`config.mk`:
```
export PLATFORM = sky130hd
export DESIGN_NAME = aoc_core
export DESIGN_NICKNAME = d
export VERILOG_FILES = /design/src/common/aoc_pkg.sv /design/src/core/aoc_clk_div.sv /design/src/core/aoc_core.sv
export VERILOG_INCLUDE_DIRS = /design/src /design/src/common
export SDC_FILE = /design/constraint.sdc
export NUM_CORES = 1
export LEC_CHECK = 0
export ABC_CLOCK_PERIOD_IN_PS = 1800
export BUFFER_PORTS_ARGS = -buffer_cell sky130_fd_sc_hd__buf_4
export CAP_MARGIN = 5
export CORE_MARGIN = 2
export CORE_UTILIZATION = 53
export CTS_BUF_LIST = sky130_fd_sc_hd__clkbuf_4 sky130_fd_sc_hd__clkbuf_8
export DETAILED_ROUTE_END_ITERATION = 7
export MAX_ROUTING_LAYER = met4
export PLACE_DENSITY = 0.78
export SLEW_MARGIN = 10
export SYNTH_ARGS = -nofsm -noshare
export SYNTH_HDL_FRONTEND = slang
export SYNTH_SLANG_ARGS = --single-unit
```
`constraint.sdc`:
```
create_clock -name SYS_CLK -period 1.8 [get_ports SYS_CLK]
set_input_delay 0.18 -clock SYS_CLK [delete_from_list [all_inputs] [get_ports SYS_CLK]]
set_output_delay 0.18 -clock SYS_CLK [all_outputs]
set_load 0.05 [all_outputs]
```
`src/common/aoc_params.svh`:
```
`ifndef AOC_PARAMS_SVH
`define AOC_PARAMS_SVH

// ==========================================================
// register offsets
`define AOC_ADDR_CTL0     8'hD6
`define AOC_ADDR_CTL1     8'hD7
`define AOC_ADDR_RES_LO   8'hC0
`define AOC_ADDR_RES_HI   8'hC1

// ==========================================================
// reset values and field positions
`define AOC_CTL0_RESET    8'h00
`define AOC_CTL1_RESET    8'h00
`define AOC_CTL1_MASK     8'h38
`define AOC_B_GO          6
`define AOC_RES_HI_LSB    8

// ==========================================================
// conversion timing in conversion-clock ticks
`define AOC_CONV8_TICKS   49
`define AOC_CONV10_TICKS  59
`define AOC_BIT_TICKS     4
`define AOC_RES8_BITS     8
`define AOC_RES10_BITS    10

`endif

```
`src/common/aoc_pkg.sv`:
```
package aoc_pkg;

  typedef logic [7:0] aoc_byte_t;
  typedef logic [7:0] aoc_addr_t;
  typedef logic [3:0] aoc_chan_t;
  typedef logic [9:0] aoc_code_t;

  // control register 0, b7 down to b0
  typedef struct packed {
    logic       clk_sel0;
    logic       go;
    logic       auto_trig;
    logic       grp;
    logic       mode;
    logic [2:0] ch;
  } aoc_ctl0_t;

  // control register 1, b7 down to b0
  typedef struct packed {
    logic [1:0] rsv_hi;
    logic       ref_conn;
    logic       clk_sel1;
    logic       res10;
    logic [2:0] rsv_lo;
  } aoc_ctl1_t;

  typedef enum logic [1:0] {
    AOC_CK_DIV4 = 2'h0,
    AOC_CK_DIV2 = 2'h1,
    AOC_CK_DIV1 = 2'h2,
    AOC_CK_OSC  = 2'h3
  } aoc_cks_t;

  typedef enum logic [2:0] {
    AOC_IDLE = 3'h1,
    AOC_SAMP = 3'h2,
    AOC_CONV = 3'h4
  } aoc_state_t;

endpackage

```
`src/core/aoc_clk_div.sv`:
```
`timescale 1ns/1ps
`default_nettype none

module aoc_clk_div
(
  input  wire logic              clk,
  input  wire logic              rst,
  input  wire aoc_pkg::aoc_cks_t sel,
  input  wire logic              osc_tick,
  output var  logic              tick
);
  import aoc_pkg::*;

  logic [1:0] div_q;
  logic [1:0] div_d;
  logic       tick_q;
  logic       tick_d;

  // ==========================================================
  // conversion clock select
  always_comb
  begin
    div_d = 2'(div_q + 2'h1);
    tick_d = 1'b0;
    unique case (sel)
      AOC_CK_DIV4: tick_d = (div_q == 2'h3);
      AOC_CK_DIV2: tick_d = div_q[0];
      AOC_CK_DIV1: tick_d = 1'b1;
      AOC_CK_OSC:  tick_d = osc_tick;
    endcase
  end

  always_ff @(posedge clk or posedge rst)
  begin
    if (rst)
    begin
      div_q  <= 2'h0;
      tick_q <= 1'b0;
    end
    else
    begin
      div_q  <= div_d;
      tick_q <= tick_d;
    end
  end

  assign tick = tick_q;

endmodule

`default_nettype wire

```
`src/core/aoc_core.sv`:
```
// Functional notes
// - one-shot mode converts selected input once
// - software start by writing go flag 1
// - timer event starts conversion while go set
// - software mode clears go on completion
// - writing go 0 stops running conversion
// - completion pulses the interrupt request
// - channel code plus group picks input
// - mode bit 0 selects one-shot mode
// - clock select bits pick conversion clock
// - resolution bit chooses 8 or 10 bits
// - reference connect bit must be set
// - every completed result is stored readable
`timescale 1ns/1ps
`default_nettype none

`include "aoc_params.svh"

module aoc_core
(
  input  wire logic               SYS_CLK,
  input  wire logic               RST,
  input  wire aoc_pkg::aoc_addr_t ADDR,
  input  wire aoc_pkg::aoc_byte_t WDATA,
  input  wire logic               WR_STB,
  input  wire logic               RD_STB,
  output var  aoc_pkg::aoc_byte_t RD_DATA,
  input  wire logic               TRIG_CMP_A0,
  input  wire logic               TRIG_UFL_1,
  input  wire logic               OSC_TICK,
  input  wire logic               COMP_IN,
  output var  aoc_pkg::aoc_chan_t CHANNEL,
  output var  logic               SAMPLE,
  output var  aoc_pkg::aoc_code_t DAC_CODE,
  output var  logic               REF_CONNECT,
  output var  logic               RES_10BIT,
  output var  logic               BUSY,
  output var  logic               CONV_IRQ
);
  import aoc_pkg::*;

  localparam logic [5:0] SAMP8_LOAD =
    6'(`AOC_CONV8_TICKS - `AOC_RES8_BITS * `AOC_BIT_TICKS - 1);
  localparam logic [5:0] SAMP10_LOAD =
    6'(`AOC_CONV10_TICKS - `AOC_RES10_BITS * `AOC_BIT_TICKS - 1);
  localparam logic [5:0] BIT_LOAD = 6'(`AOC_BIT_TICKS - 1);
  localparam logic [3:0] TOP8  = 4'(`AOC_RES8_BITS - 1);
  localparam logic [3:0] TOP10 = 4'(`AOC_RES10_BITS - 1);

  // ==========================================================
  // declarations
  aoc_ctl0_t  ctl0_q;
  aoc_ctl0_t  ctl0_d;
  aoc_ctl1_t  ctl1_q;
  aoc_ctl1_t  ctl1_d;
  aoc_byte_t  rd_q;
  aoc_byte_t  rd_d;
  aoc_chan_t  chan_q;
  aoc_chan_t  chan_d;

  aoc_state_t state_q;
  aoc_state_t state_d;
  logic [5:0] cnt_q;
  logic [5:0] cnt_d;
  logic [3:0] bit_q;
  logic [3:0] bit_d;
  aoc_code_t  code_q;
  aoc_code_t  code_d;
  aoc_code_t  res_q;
  aoc_code_t  res_d;
  logic       res10_q;
  logic       res10_d;
  logic       irq_q;
  logic       irq_d;
  logic       samp_q;
  logic       samp_d;
  logic       busy_q;
  logic       busy_d;

  logic       wr_ctl0;
  logic       wr_ctl1;
  logic       trig;
  logic       start;
  logic       abort;
  logic       done;
  logic       tick;
  aoc_cks_t   cks;

  // ==========================================================
  // conversion clock
  assign cks = aoc_cks_t'({ctl1_q.clk_sel1, ctl0_q.clk_sel0});

  aoc_clk_div u_clk_div
  (
    .clk      (SYS_CLK),
    .rst      (RST),
    .sel      (cks),
    .osc_tick (OSC_TICK),
    .tick     (tick)
  );

  // ==========================================================
  // start and stop conditions
  assign wr_ctl0 = WR_STB && (ADDR == `AOC_ADDR_CTL0);
  assign wr_ctl1 = WR_STB && (ADDR == `AOC_ADDR_CTL1);
  assign trig    = TRIG_CMP_A0 || TRIG_UFL_1;

  // no reference holds the start off, go stays set
  always_comb
  begin
    start = (state_q == AOC_IDLE) && ctl0_q.go
            && !ctl0_q.mode
            && ctl1_q.ref_conn;
    if (ctl0_q.auto_trig)
      start = start && trig;
  end

  assign abort = wr_ctl0 && !WDATA[`AOC_B_GO];

  // ==========================================================
  // register file and read port
  always_comb
  begin
    ctl0_d = ctl0_q;
    ctl1_d = ctl1_q;
    rd_d   = 8'h00;
    if (wr_ctl0)
      ctl0_d = aoc_ctl0_t'(WDATA);
    if (wr_ctl1)
      ctl1_d = aoc_ctl1_t'(WDATA & `AOC_CTL1_MASK);
    // a write in the same cycle wins over the clear
    if (done && !ctl0_q.auto_trig && !wr_ctl0)
      ctl0_d.go = 1'b0;
    // timer mode leaves go untouched here
    if (RD_STB)
    begin
      unique case (ADDR)
        `AOC_ADDR_CTL0:   rd_d = aoc_byte_t'(ctl0_q);
        `AOC_ADDR_CTL1:   rd_d = aoc_byte_t'(ctl1_q);
        `AOC_ADDR_RES_LO: rd_d = res_q[7:0];
        `AOC_ADDR_RES_HI: rd_d = {6'h00, res_q[9:8]};
        default:          rd_d = 8'h00;
      endcase
    end

    // group 1 maps codes 4..7 onto inputs 8..11
    if (ctl0_q.grp)
      chan_d = 4'({1'b0, ctl0_q.ch} + 4'h4);
    else
      chan_d = {1'b0, ctl0_q.ch};
  end

  always_ff @(posedge SYS_CLK or posedge RST)
  begin
    if (RST)
    begin
      ctl0_q <= aoc_ctl0_t'(`AOC_CTL0_RESET);
      ctl1_q <= aoc_ctl1_t'(`AOC_CTL1_RESET);
      rd_q   <= 8'h00;
      chan_q <= 4'h0;
    end
    else
    begin
      ctl0_q <= ctl0_d;
      ctl1_q <= ctl1_d;
      rd_q   <= rd_d;
      chan_q <= chan_d;
    end
  end

  // ==========================================================
  // successive approximation sequencer
  always_comb
  begin
    state_d = state_q;
    cnt_d   = cnt_q;
    bit_d   = bit_q;
    code_d  = code_q;
    res_d   = res_q;
    res10_d = res10_q;
    irq_d   = 1'b0;
    done    = 1'b0;
    unique case (state_q)
      AOC_IDLE:
      begin
        if (start)
        begin
          state_d = AOC_SAMP;
          // width latched so a later write cannot mix it
          res10_d = ctl1_q.res10;
          cnt_d   = ctl1_q.res10 ? SAMP10_LOAD : SAMP8_LOAD;
          code_d  = 10'h000;
        end
      end
      AOC_SAMP:
      begin
        if (abort)
          state_d = AOC_IDLE;
        else if (tick)
        begin
          if (cnt_q == 6'h00)
          begin
            state_d = AOC_CONV;
            bit_d   = res10_q ? TOP10 : TOP8;
            code_d  = 10'h000;
            code_d[bit_d] = 1'b1;
            cnt_d   = BIT_LOAD;
          end
          else
            cnt_d = 6'(cnt_q - 6'h01);
        end
      end
      AOC_CONV:
      begin
        if (abort)
        begin
          state_d = AOC_IDLE;
          code_d  = 10'h000;
          // stored result is kept on a stop
        end
        else if (tick)
        begin
          if (cnt_q == 6'h00)
          begin
            // keep trial bit while input is at or above it
            code_d[bit_q] = COMP_IN;
            if (bit_q == 4'h0)
            begin
              state_d = AOC_IDLE;
              res_d   = code_d;
              irq_d   = 1'b1;
              done    = 1'b1;
              code_d  = 10'h000;
            end
            else
            begin
              bit_d = 4'(bit_q - 4'h1);
              code_d[bit_d] = 1'b1;
              cnt_d = BIT_LOAD;
            end
          end
          else
            cnt_d = 6'(cnt_q - 6'h01);
        end
      end
      default:
      begin
        state_d = AOC_IDLE;
        code_d  = 10'h000;
      end
    endcase
    samp_d = (state_d == AOC_SAMP);
    busy_d = (state_d != AOC_IDLE);
  end

  always_ff @(posedge SYS_CLK or posedge RST)
  begin
    if (RST)
    begin
      state_q <= AOC_IDLE;
      cnt_q   <= 6'h00;
      bit_q   <= 4'h0;
      code_q  <= 10'h000;
      res_q   <= 10'h000;
      res10_q <= 1'b0;
      irq_q   <= 1'b0;
      samp_q  <= 1'b0;
      busy_q  <= 1'b0;
    end
    else
    begin
      state_q <= state_d;
      cnt_q   <= cnt_d;
      bit_q   <= bit_d;
      code_q  <= code_d;
      res_q   <= res_d;
      res10_q <= res10_d;
      irq_q   <= irq_d;
      samp_q  <= samp_d;
      busy_q  <= busy_d;
    end
  end

  // ==========================================================
  // outputs
  assign RD_DATA     = rd_q;
  assign CHANNEL     = chan_q;
  assign SAMPLE      = samp_q;
  assign DAC_CODE    = code_q;
  assign REF_CONNECT = ctl1_q.ref_conn;
  assign RES_10BIT   = ctl1_q.res10;
  assign BUSY        = busy_q;
  assign CONV_IRQ    = irq_q;

endmodule

`default_nettype wire

```
# Yosys cells after proc, flatten, opt, wreduce, memory -nomap -nowiden
# Index checks and enable logic that the tools add are counted.
# totals
regBits	63
# classes
n_addsub	4
n_lt_le_gt_ge	6
n_eq_ne	24
muxes	56
n_bitwise	2
reduce_logical	28
# ops
cell	count
10-bit 2-to-1 mux	8
6-bit 2-to-1 mux	8
4-bit 2-to-1 mux	9
8-bit equality test, second input constant	4
8-bit case mux with 4 select lines	1
10-bit case mux with 3 select lines	1
3-bit 2-to-1 mux	8
6-bit case mux with 3 select lines	1
4-bit by 5-bit less-than comparator with 1-bit output, second input constant	3
1-bit demux with 4-bit select	3
4-bit by 1-bit greater-or-equal comparator with 1-bit output, second input constant	3
1-bit logical AND	12
2-bit inequality test, second input constant	6
10-bit bitwise mux	1
1-bit 2-to-1 mux	10
10-bit OR	1
3-bit case mux with 3 select lines	1
8-bit 2-to-1 mux	1
4-bit case mux with 2 select lines	1
8-bit AND reduction	1
7-bit 2-to-1 mux	1
7-bit AND reduction	1
2-bit equality test, second input constant	3
3-bit by 2-bit equality test with 1-bit output, second input constant	2
24 further kinds	30

# Logic depth before layout (Yosys ltp)
# Gate-level depths: netlist of the first run.
# depth
ltp_word	11
mapped_depth	8
mapped_depth_nobuf	7

# Hierarchy
# From an unflattened synthesis of the first run, not the netlist that was laid out.
# hier_totals
hier_cells	302
area_unflattened_um2	3284.4
# by_module_without_submodules
module	instances	cells_per_inst	area_per_inst_um2	seq_area_each_um2
aoc_core	1	293	3165.5	1502.7
aoc_clk_div	1	9	118.9	75.1

# Worst setup path after synthesis of the first run
# No wires, ideal clock.
# synth_path
path_kind	flip-flop to flip-flop
from	register bit_q[0]
to	register cnt_q[1]
setup_ns	0.121
t_arrival_ns	1.803
required_ns	1.679
slack_ns	-0.125
stages_incl_launch_ff	8
period_less_slack_ns	1.925
path_cell_list	dfrtp_1 inv_1 ha_1 nor3b_2 a31oi_1 nor3_2 a21oi_1 o22a_1
# synth_via
elab_chain_len	3
# synth_rtl
element	line	rtl
start, declared	aoc_core.sv:65	logic [3:0] bit_q;
start signal, assigned	aoc_core.sv:274	bit_q <= bit_d;
4-bit logical NOT	aoc_core.sv:227	if (bit_q == 4'h0)
3-bit inequality test (no source line)	n/a	
7-bit AND reduction (no source line)	n/a	
end signal, assigned	aoc_core.sv:273	cnt_q <= cnt_d;
end, declared	aoc_core.sv:63	logic [5:0] cnt_q;
# Every way passes these cells.
# A chain may end at the register's enable or synchronous reset.

# Worst setup path in the final report of the first run
# layout_path
from	register cnt_q[4]
to	register code_q[2], in the netlist DAC_CODE[2]
# layout_via
elab_chain_len	3
elab_cells_between_ends	4
# layout_rtl
element	line	rtl
6-bit logical NOT *	aoc_core.sv:201, aoc_core.sv:223	
3-bit inequality test (no source line) / 2-bit inequality test (equally long branches)	n/a	
6-bit AND reduction (no source line) *	n/a	
end signal, assigned	aoc_core.sv:275	code_q <= code_d;
end, declared	aoc_core.sv:67	aoc_code_t code_q;
# Mark *: on every way between the ends. The rest lies on a longest branch, timed or not.

==> flow_metrics.tcl, run 1 <==
set metrics [dict create \
    end_kind "flip-flop" \
    cp_cell_sequence "or4_4, nor2_8, o32a_2, o211ai_4, buf_12, a21o_2" \
    required_ns 2.05 \
    path_class "flip-flop to flip-flop" \
    grt_pass1_wl_mm 14.16 \
    ys_types 58 \
    coreArea_mm2 0.005991 \
    drt-vias-per-instance 5.769 \
    holdCritStartpoint "WDATA[6]" \
    yosysWarnings 0 \
    tightest_slew_ns 0.6199 \
    grt_max_degree 45 \
    synth-async-reset-ratio 1.000 \
    vias 2844 \
    fin_crit_sh 1.038 \
    chipHeight_um 83.05 \
    whs_path_depth 3 \
    antenna_left 0 \
    period_needed_ns 1.869 \
    area_growth_pct 37.59 \
    rsz0062_at_grt "yes" \
    num_io_pins 51 \
    placed_area_mm2 0.004109 \
    drive_gt1_frac 0.4354 \
    dieArea_mm2 0.006897 \
    synth_cells 310 \
    status "finished with violations" \
    crit_path_max_fanout 8 \
    timing.rr.end "DAC_CODE[2]" \
    synth-main-ff-cell "dfrtp_1" \
    pwr_density_cell_mw_per_mm2 674.9 \
    layout_common_cells "buf_4, dfrtp_1, nand2_1, mux2_2" \
    startpoint_type "flip-flop" \
    worst_slack_ns -0.06868 \
    cp_num_buf_inv 1 \
    gp_congestion 0.9710 \
    syn_area_mm2 0.003312 \
    rows 28 \
    synth.ff_latch_count 63 \
    synthesis.nets 344 \
    grt_pass1_vias 2858 \
    reg2reg_slack_ns -0.07 \
    start_util 0.5528 \
    first_pass_iters 4 \
    cts_made_buffers 9 \
    p_leak_nw 2.160 \
    tritoncts "built" \
    cp_slowest_cell "or4_4" \
    layout_commonest_cell "buf_4" \
    slew_headroom 0.5868 \
    multi_input_area_mm2 0.001765 \
    r2r_cells 6 \
    finalPower_w 0.003075 \
    max_freq_mhz 535.1 \
    setup_viol 9 \
    die_w_um 83.05 \
    dpl_worst_slack_ns -0.1016 \
    synth_edf_count 0 \
    htree_levels 3 \
    slew_violations 0 \
    cp.arrival_ns 2.12 \
    root_buffer "clkbuf_8" \
    whs_endpoint "ctl0_q[6]" \
    syn_avg_cell_area_um2 10.68 \
    clk_latency_ns 0.36 \
    drt-wirelength-per-cell_um 17.30 \
    antenna_found_initial 0 \
    fin_nets 447 \
    drtIter0Drc 207 \
    gr-total-overflow 0 \
    antenna_cells 0 \
    hold_path.class "primary input to flip-flop" \
    synth-seq-area-share 0.4764 \
    cts_sinks 63 \
    track_usage 0.2616 \
    ir_worst_vdd_mv 0.6838 \
    cp_top_family "simple AND/OR/NAND/NOR gates" \
    totalWireLength_mm 8.531 \
    cap_violations 0 \
    violations "setup timing" \
    r2r_start "cnt_q[4]" \
    clk_pin_slew_worst_paths_ns 0.07 \
    dpl.hpwl_mm 6.003 \
    hold_viol_final 0 \
    ff_latch_area_mm2 0.001580 \
    clock_path_buffers 2 \
    design_area_mm2 0.004557 \
    port-buffer-count 50 \
    drc 0 \
    fill_cells 397 \
    critPathMaxStageDelay_ns 0.59 \
    clock_skew_ns 0.008552 \
]
how the worst max path moves through the flow:
stage / slack (ns) / start / endpoint / cells past startpoint
after floorplan: -0.01 / cnt_q[4] / DAC_CODE[7] / 5
after global placement: -0.007 / cnt_q[3] / cnt_q[3] / 8
after detailed placement: -0.10 / cnt_q[3] / cnt_q[3] / 8
after CTS: -0.06 / cnt_q[4] / DAC_CODE[2] / 6
after global routing: -0.10 / cnt_q[4] / DAC_CODE[2] / 6
final: -0.07 / cnt_q[4] / DAC_CODE[2] / 6
where the power goes:
part	total, W	switching [W]	internal, W
registers	0.00146	0.0000190	0.00144
logic	0.000187	0.000105	0.0000822
clock network	0.00143	0.000580	0.000852
layer usage:
layer,vias to the layer above,part of all wire,wire [um],global-route usage
met1,1384,0.44,3742,0.3425
met2,99,0.49,4158,0.4025
li1,1350,-,-,-
met3,11,0.057,489,0.05765
met5,-,0,0,-
met4,0,0.016,140,0.09687
metrics by stage:
stage | setup TNS (ns) | utilization | hold WS, ns | instances
after floorplan | -0.03150 | - | 0.2968 | 310
after global placement | -0.01722 | 0.6859 | 0.2324 | 468
after detailed placement | -0.5016 | 0.6859 | 0.2346 | 468
after CTS | -0.2583 | 0.7400 | 0.05284 | 489
after global routing | -0.9297 | 0.7607 | 0.05803 | 493
final | -0.2739 | 0.7607 | 0.05535 | 493
sequential cells by signal, indices dropped and copies added (netlist names), 2 cells and up:
signal and flops:
cnt_q 6, RD_DATA 8, ctl0_q 7, res_q 10, u_clk_div.div_q 2, CHANNEL 4, cks 2, bit_q 4
state_q 3, DAC_CODE 10
cell families after synthesis:
logic type / Yosys count / synth area share
multiplexers: 27 / 0.09180
AO/OA/AOI/OAI: 87 / 0.1768
AND/OR/NAND/NOR: 103 / 0.1923
adder cells (fa/ha/maj): 10 / 0.03778
buffers and inverters: 20 / 0.02493
flip-flops: 63 / 0.4764
synth_stat cells (8+ instances only):
cell / number / share of area
o21ai_0: 18 / 0.027
a21oi_1: 15 / 0.023
mux2_2: 19 / 0.065
o21ai_1: 8 / 0.012
ha_1: 10 / 0.038
nand3_1: 12 / 0.018
clkbuf_1: 8 / 0.0091
dfrtp_1: 62 / 0.47
nor2_1: 13 / 0.015
a22oi_1: 9 / 0.020
nand2_1: 33 / 0.037
inv_1: 11 / 0.012
area by class of cell:
| class | count | share of cell area |
|---|---|---|
| multi-input combinational | 227 | 0.3874 |
| sequential | 63 | 0.3468 |
| timing repair buffer | 101 | 0.1845 |
| clock buffer | 11 | 0.03322 |
| tap | 75 | 0.02059 |
| clock inverter | 5 | 0.01757 |
| inverter | 11 | 0.009885 |
worst min-delay path, cell delays in order:
cell	delay [ns]
buf_4	0.09
nand2_1	0.04
o21ai_0	0.06
repair_timing:
item	CTS	global route
buffers inserted	4	4
setup endpoints to repair	16	29
pin swaps	1	7
hold endpoints to repair	18	0
hold buffers	1	0
resized for setup	11	29
(Power assumes the default switching activity.)
==> run 2, diff against run 1 <==
--- a/config.mk
+++ b/config.mk
@@ -18,4 +18,5 @@
 export SLEW_MARGIN = 10
 export SYNTH_ARGS = -nofsm -noshare
 export SYNTH_HDL_FRONTEND = slang
+export SYNTH_HIERARCHICAL = 1
 export SYNTH_SLANG_ARGS = --single-unit
==> run 2 against run 1 <==
  * The run still ends with setup timing left
  * Largest cell class unchanged
  * Worst hold slack improved by 0.0035 ns
  * Sequential power increased by 12%
  * Flip-flop and latch count unchanged
  * Wire length grew 0.93%
  * Utilization is 0.27 points lower
  * Count of clock-buffer cells in the layout unchanged
  * Fmax shrank 4.9%
  * Highest routed layer unchanged
  * First-iteration DRC count is 27% higher
  * Global-route usage grew 1.6 points
==> flow_metrics.tcl, run 2 <==
set metrics [dict create \
    status "finished with violations" \
    violations "setup timing" \
    synth_simple_gate_area_frac 0.1737 \
    hold_path.class "primary input to flip-flop" \
    wl_met3_um 504 \
    startpoint_type "flip-flop" \
    rsz0062_at_grt "yes" \
    synth.most_common_cell "dfrtp_1" \
    ys_types 64 \
    layout_common_cells "buf_4, dfrtp_1, nor2_1, nand2_1, a21oi_1" \
    synth_xor_area_frac 0 \
    drtIter0Drc 262 \
    coreArea_mm2 0.005956 \
    gp_congestion 0.9387 \
    max_freq_mhz 508.8 \
    grt_pass1_wl_mm 13.60 \
    wl_met2_mm 4.381 \
    holdWs_ns 0.05887 \
    clk_pin_slew_worst_paths_ns 0.07 \
    period_needed_ns 1.965 \
    path_class "flip-flop to flip-flop" \
    drt-wirelength-per-cell_um 17.64 \
    syn_avg_cell_area_um2 10.88 \
    drc 0 \
    clk_latency_ns 0.35 \
    hold_viol_final 0 \
    num_io_pins 51 \
    synth_edf_count 0 \
    syn_area_mm2 0.003284 \
    placed_area_mm2 0.004066 \
    synthesis.nets 334 \
    grt_max_degree 46 \
    yosys.area_share.adder 0.03048 \
    yosysWarnings 6 \
    fin_nets 440 \
    required_ns 2.08 \
    fin_crit_sh 1.092 \
    htree_levels 3 \
    pwr_density_cell_mw_per_mm2 855.7 \
    crit_path_max_fanout 7 \
    fin_util 0.7580 \
    tritoncts "built" \
    dieArea_mm2 0.006843 \
    wl_met1_mm 3.601 \
    clock_skew_ns 0.006295 \
    synth-async-reset-ratio 1.000 \
    cap_violations 0 \
    root_buffer "clkbuf_8" \
    synthTopCellsByArea "dfrtp_1, mux2_2, a21oi_1" \
    muxShareOfSynthArea 0.08990 \
    final_cells 488 \
    tightest_slew_ns 0.5043 \
    die_w_um 82.72 \
    track_usage 0.2773 \
    start_util 0.5515 \
    drt-vias-per-instance 5.887 \
    place_inst 459 \
    setup_viol 27 \
    design_area_mm2 0.004514 \
    ys_top_cells_by_count "dfrtp_1, nor2_1, a21oi_1" \
    ir_worst_vdd_mv 0.8321 \
    cts_made_buffers 9 \
    synth.ff_latch_count 63 \
    end_kind "flip-flop" \
    synth_area_leader_cell "dfrtp_1" \
    rows 28 \
    top_layer "met4" \
    p_leak_nw 2.152 \
    dpl.hpwl_mm 6.027 \
    synth_cells 302 \
    grt_pass1_vias 2831 \
    worst_slack_ns -0.1653 \
    synth-seq-area-share 0.4804 \
    slew_violations 0 \
    slew_headroom 0.6602 \
    totalWireLength_mm 8.610 \
    chipHeight_um 82.72 \
    gr-total-overflow 0 \
    cts_sinks 63 \
    layout_commonest_cell "buf_4" \
    synth_compound_area_frac 0.1779 \
    antenna_found_initial 0 \
    port-buffer-count 50 \
    synth-main-ff-cell "dfrtp_1" \
    finalPower_w 0.003863 \
    antenna_left 0 \
    vias 2873 \
    clock_path_buffers 2 \
    drive_gt1_frac 0.4407 \
    first_pass_iters 6 \
    synth_top_family_by_area "compound AO/OA/AOI/OAI gates" \
    antenna_cells 0 \
    yosysTopAreaCellShare 0.4724 \
    area_growth_pct 37.45 \
    cp.arrival_ns 2.24 \
]
==> run 2: changes by cell type after synthesis, sizes merged, moves of 4 or more <==
cell | before | now
a22oi | 9 | 4
a21oi | 15 | 24
clkbuf | 8 | 4
o2bb2ai | 6 | 10
a222oi | 0 | 5
and2 | 6 | 1
nor2 | 15 | 27
a221oi | 4 | 0
nand3 | 12 | 5
buf | 1 | 9
o21ai | 26 | 12
nand2 | 33 | 20
==> run 2: logic make-up after synthesis <==
logic type	after synthesis
multiplexers	27
buffers and inverters	26
adder cells (fa/ha/maj)	8
flip-flops	63
AND/OR/NAND/NOR	97
AO/OA/AOI/OAI	81
==> run 2: path summary, 6_finish.rpt <==
| kind | startpoint | slack (ns) | depth (start not counted) | end |
|---|---|---|---|---|
| max | state_q[0] | -0.17 | 6 | cnt_q[3] |
| min in group asynchronous | RST | 0.28 | 3 | u_clk_div/div_q[0] |
| min reg2reg | ctl0_q[1] | 0.41 | 0 | CHANNEL[1] |
| min | WDATA[2] | 0.06 | 2 | ctl0_q[2] |
| max in group asynchronous | RST | 0.86 | 4 | CONV_IRQ |
| max reg2reg | state_q[0] | -0.17 | 6 | cnt_q[3] |
==> run 2: area by class of cell <==
type / instances / area, um^2
clock buffer: 11 / 138.9
clock inverter: 5 / 58.81
fill: 392 / 1441
inverter: 13 / 48.80
multi-input combinational: 213 / 1702
sequential: 63 / 1579
tap: 75 / 93.84
timing repair buffer: 108 / 893.4
==> run 2: power breakdown <==
part / switching, W / internal, W
Sequential: 0.000111 / 0.00152
Clock: 0.000575 / 0.000670
Combinational: 0.000508 / 0.000479
==> run 2: critical path, cell delays in order, from the launching register on <==
cell and delay (ns):
dfstp_2 0.53, or3b_4 0.38, o31ai_4 0.24, o22ai_1 0.10
buf_4 0.16, or3_1 0.36, a21oi_1 0.13
==> run 2: through the flow <==
step           setup slack, ns  setup TNS, ns
3_3_place_gp          -0.08736         -1.266
4_1_cts                -0.1554        -0.9528
6_report               -0.1653         -1.281
3_5_place_dp           -0.1615         -2.756
2_1_floorplan          -0.1267         -1.090
5_1_grt                -0.2121         -3.571
==> run 2: layer usage <==
metal	up-vias	GRT usage
met2	115	0.4452
met3	12	0.05543
met5	-	-
met1	1412	0.3389
met4	0	0.1262
li1	1334	-
==> run 2: repair_timing <==
item / CTS / global route
hold buffers: 1 / 0
resized for setup: 13 / 18
cloned: 1 / 0
setup buffers: 8 / 3
pin swaps: 5 / 4
endpoints found under the setup margin: 31 / 32
endpoints found under the hold margin: 17 / 0
==> run 3, diff against run 2 <==
--- a/config.mk
+++ b/config.mk
@@ -15,6 +15,7 @@
 export DETAILED_ROUTE_END_ITERATION = 7
 export MAX_ROUTING_LAYER = met4
 export PLACE_DENSITY = 0.78
+export RECOVER_POWER = 100
 export SLEW_MARGIN = 10
 export SYNTH_ARGS = -nofsm -noshare
 export SYNTH_HDL_FRONTEND = slang
==> run 3 against run 2 <==
  * The run still ends with setup timing left
  * Worst hold slack got worse by 0.0015 ns
  * Global-route usage unchanged
  * First-iteration DRC count decreased by 15%
  * Total power decreased by 1.1%
  * Clock skew decreased by 0.00057 ns
  * Fmax decreased by 0.74%
  * Utilization decreased by 2.2 points
  * Flip-flop and latch count unchanged
  * Final cell count unchanged
  * Critical path type unchanged
==> flow_metrics.tcl, run 3 (synthesis results as in run 2) <==
set metrics [dict create \
    chipHeight_um 82.72 \
    cp_top_family "simple AND/OR/NAND/NOR gates" \
    place_inst 459 \
    drtIter0Drc 223 \
    antenna_found_initial 0 \
    antenna_left 0 \
    tightest_slew_ns 0.6954 \
    crit_path_max_fanout 7 \
    coreArea_mm2 0.005956 \
    rsz0062_at_grt "yes" \
    violations "setup timing" \
    tritoncts "built" \
    port-buffer-count 50 \
    whs_path_depth 2 \
    first_pass_iters 5 \
    cp.arrival_ns 2.25 \
    startpoint_type "flip-flop" \
    grt_pass1_wl_mm 13.60 \
    pwr_density_cell_mw_per_mm2 872.6 \
    drive_gt1_frac 0.3608 \
    track_usage 0.2773 \
    slew_headroom 0.5325 \
    root_buffer "clkbuf_8" \
    drc 0 \
    max_freq_mhz 505.0 \
    cp_num_buf_inv 1 \
    fill_cells 420 \
    multi_input_area_mm2 0.001693 \
    cp_cell_sequence "or3b_4, o31ai_4, o22ai_1, buf_4, or3_1, a21oi_1" \
    worst_slack_ns -0.1801 \
    layout_commonest_cell "buf_4" \
    htree_levels 3 \
    dpl_worst_slack_ns -0.1615 \
    dpl.hpwl_mm 6.027 \
    cts_made_buffers 9 \
    area_growth_pct 33.37 \
    die_w_um 82.72 \
    clock_skew_ns 0.005727 \
    r2r_cells 6 \
    dieArea_mm2 0.006843 \
    fin_crit_sh 1.100 \
    clock_path_buffers 2 \
    end_kind "flip-flop" \
    grt_pass1_vias 2831 \
    start_util 0.5515 \
    critPathMaxStageDelay_ns 0.53 \
    path_class "flip-flop to flip-flop" \
    slew_violations 0 \
    drt-wirelength-per-cell_um 17.56 \
    antenna_cells 0 \
    clk_latency_ns 0.35 \
    layout_common_cells "buf_4, dfrtp_1, clkbuf_1, nor2_1" \
    reg2reg_slack_ns -0.18 \
    ir_worst_vdd_mv 0.7653 \
    period_needed_ns 1.980 \
    cts_sinks 63 \
    drt-vias-per-instance 5.893 \
    hold_path.class "primary input to flip-flop" \
    setup_viol 26 \
    vias 2876 \
    ff_latch_area_mm2 0.001579 \
    clk_pin_slew_worst_paths_ns 0.07 \
    final_cells 488 \
    totalWireLength_mm 8.568 \
    num_io_pins 51 \
    required_ns 2.07 \
    status "finished with violations" \
    gr-total-overflow 0 \
    p_leak_nw 2.022 \
    cp_num_cells 6 \
    gp_congestion 0.9387 \
    cp_slowest_cell "dfstp_2" \
    hold_viol_final 0 \
    cap_violations 0 \
    grt_max_degree 46 \
    fin_nets 440 \
    rows 28 \
]
run 3: power by group:
part / leakage, nW / internal, W / switching (W) / total (W)
Sequential: 0.853 / 0.00152 / 0.000109 / 0.00163
Clock: 0.0964 / 0.000670 / 0.000570 / 0.00124
Combinational: 1.07 / 0.000446 / 0.000507 / 0.000954
Total: 2.02 / 0.00264 / 0.00119 / 0.00382
run 3: per-stage QoR:
step                      hold WS (ns)  setup TNS (ns)  area, um^2  total power (W)    util
after detailed placement       0.07611          -2.756        4066         0.002513  0.6828
after global placement         0.06561          -1.266        4066         0.002475  0.6828
after floorplan               -0.06636          -1.090        3346         0.002124       -
after CTS                      0.05142         -0.9528        4415         0.003801  0.7414
after global routing           0.05277          -4.579        4380         0.003985  0.7355
final                          0.05738          -1.307        4380         0.003822  0.7355
run 3: worst paths after layout:
path | endpoint | start
worst max-delay path | cnt_q[3] | state_q[0]
worst min-delay path | ctl0_q[2] | WDATA[2]
worst max register to register | cnt_q[3] | state_q[0]
worst min register to register | CHANNEL[1] | ctl0_q[1]
max in group asynchronous | CONV_IRQ | RST
min in group asynchronous | u_clk_div/div_q[0] | RST
run 3: routing by layer:
layer  GRT usage  share of wire  wire [um]  vias up
li1            -              -          -     1331
met3     0.05543          0.059        502       15
met5           -              0          0        -
met4      0.1262          0.017        149        0
met1      0.3389           0.42       3584     1419
met2      0.4452           0.51       4331      111
run 3: final cells by class:
type	instances	area share
clock inverter	5	0.01342
inverter	13	0.01114
clock buffer	11	0.03171
timing repair buffer	108	0.1754
multi-input combinational	213	0.3865
tap	75	0.02142
sequential	63	0.3605
run 3: repair_timing:
| item | in CTS | in global routing |
|---|---|---|
| setup endpoints to repair | 31 | 32 |
| cloned | 1 | 0 |
| pin swaps | 5 | 4 |
| buffers inserted | 8 | 3 |
| resized for setup | 13 | 18 |
| hold buffers | 1 | 0 |
| hold endpoints to repair | 17 | 0 |
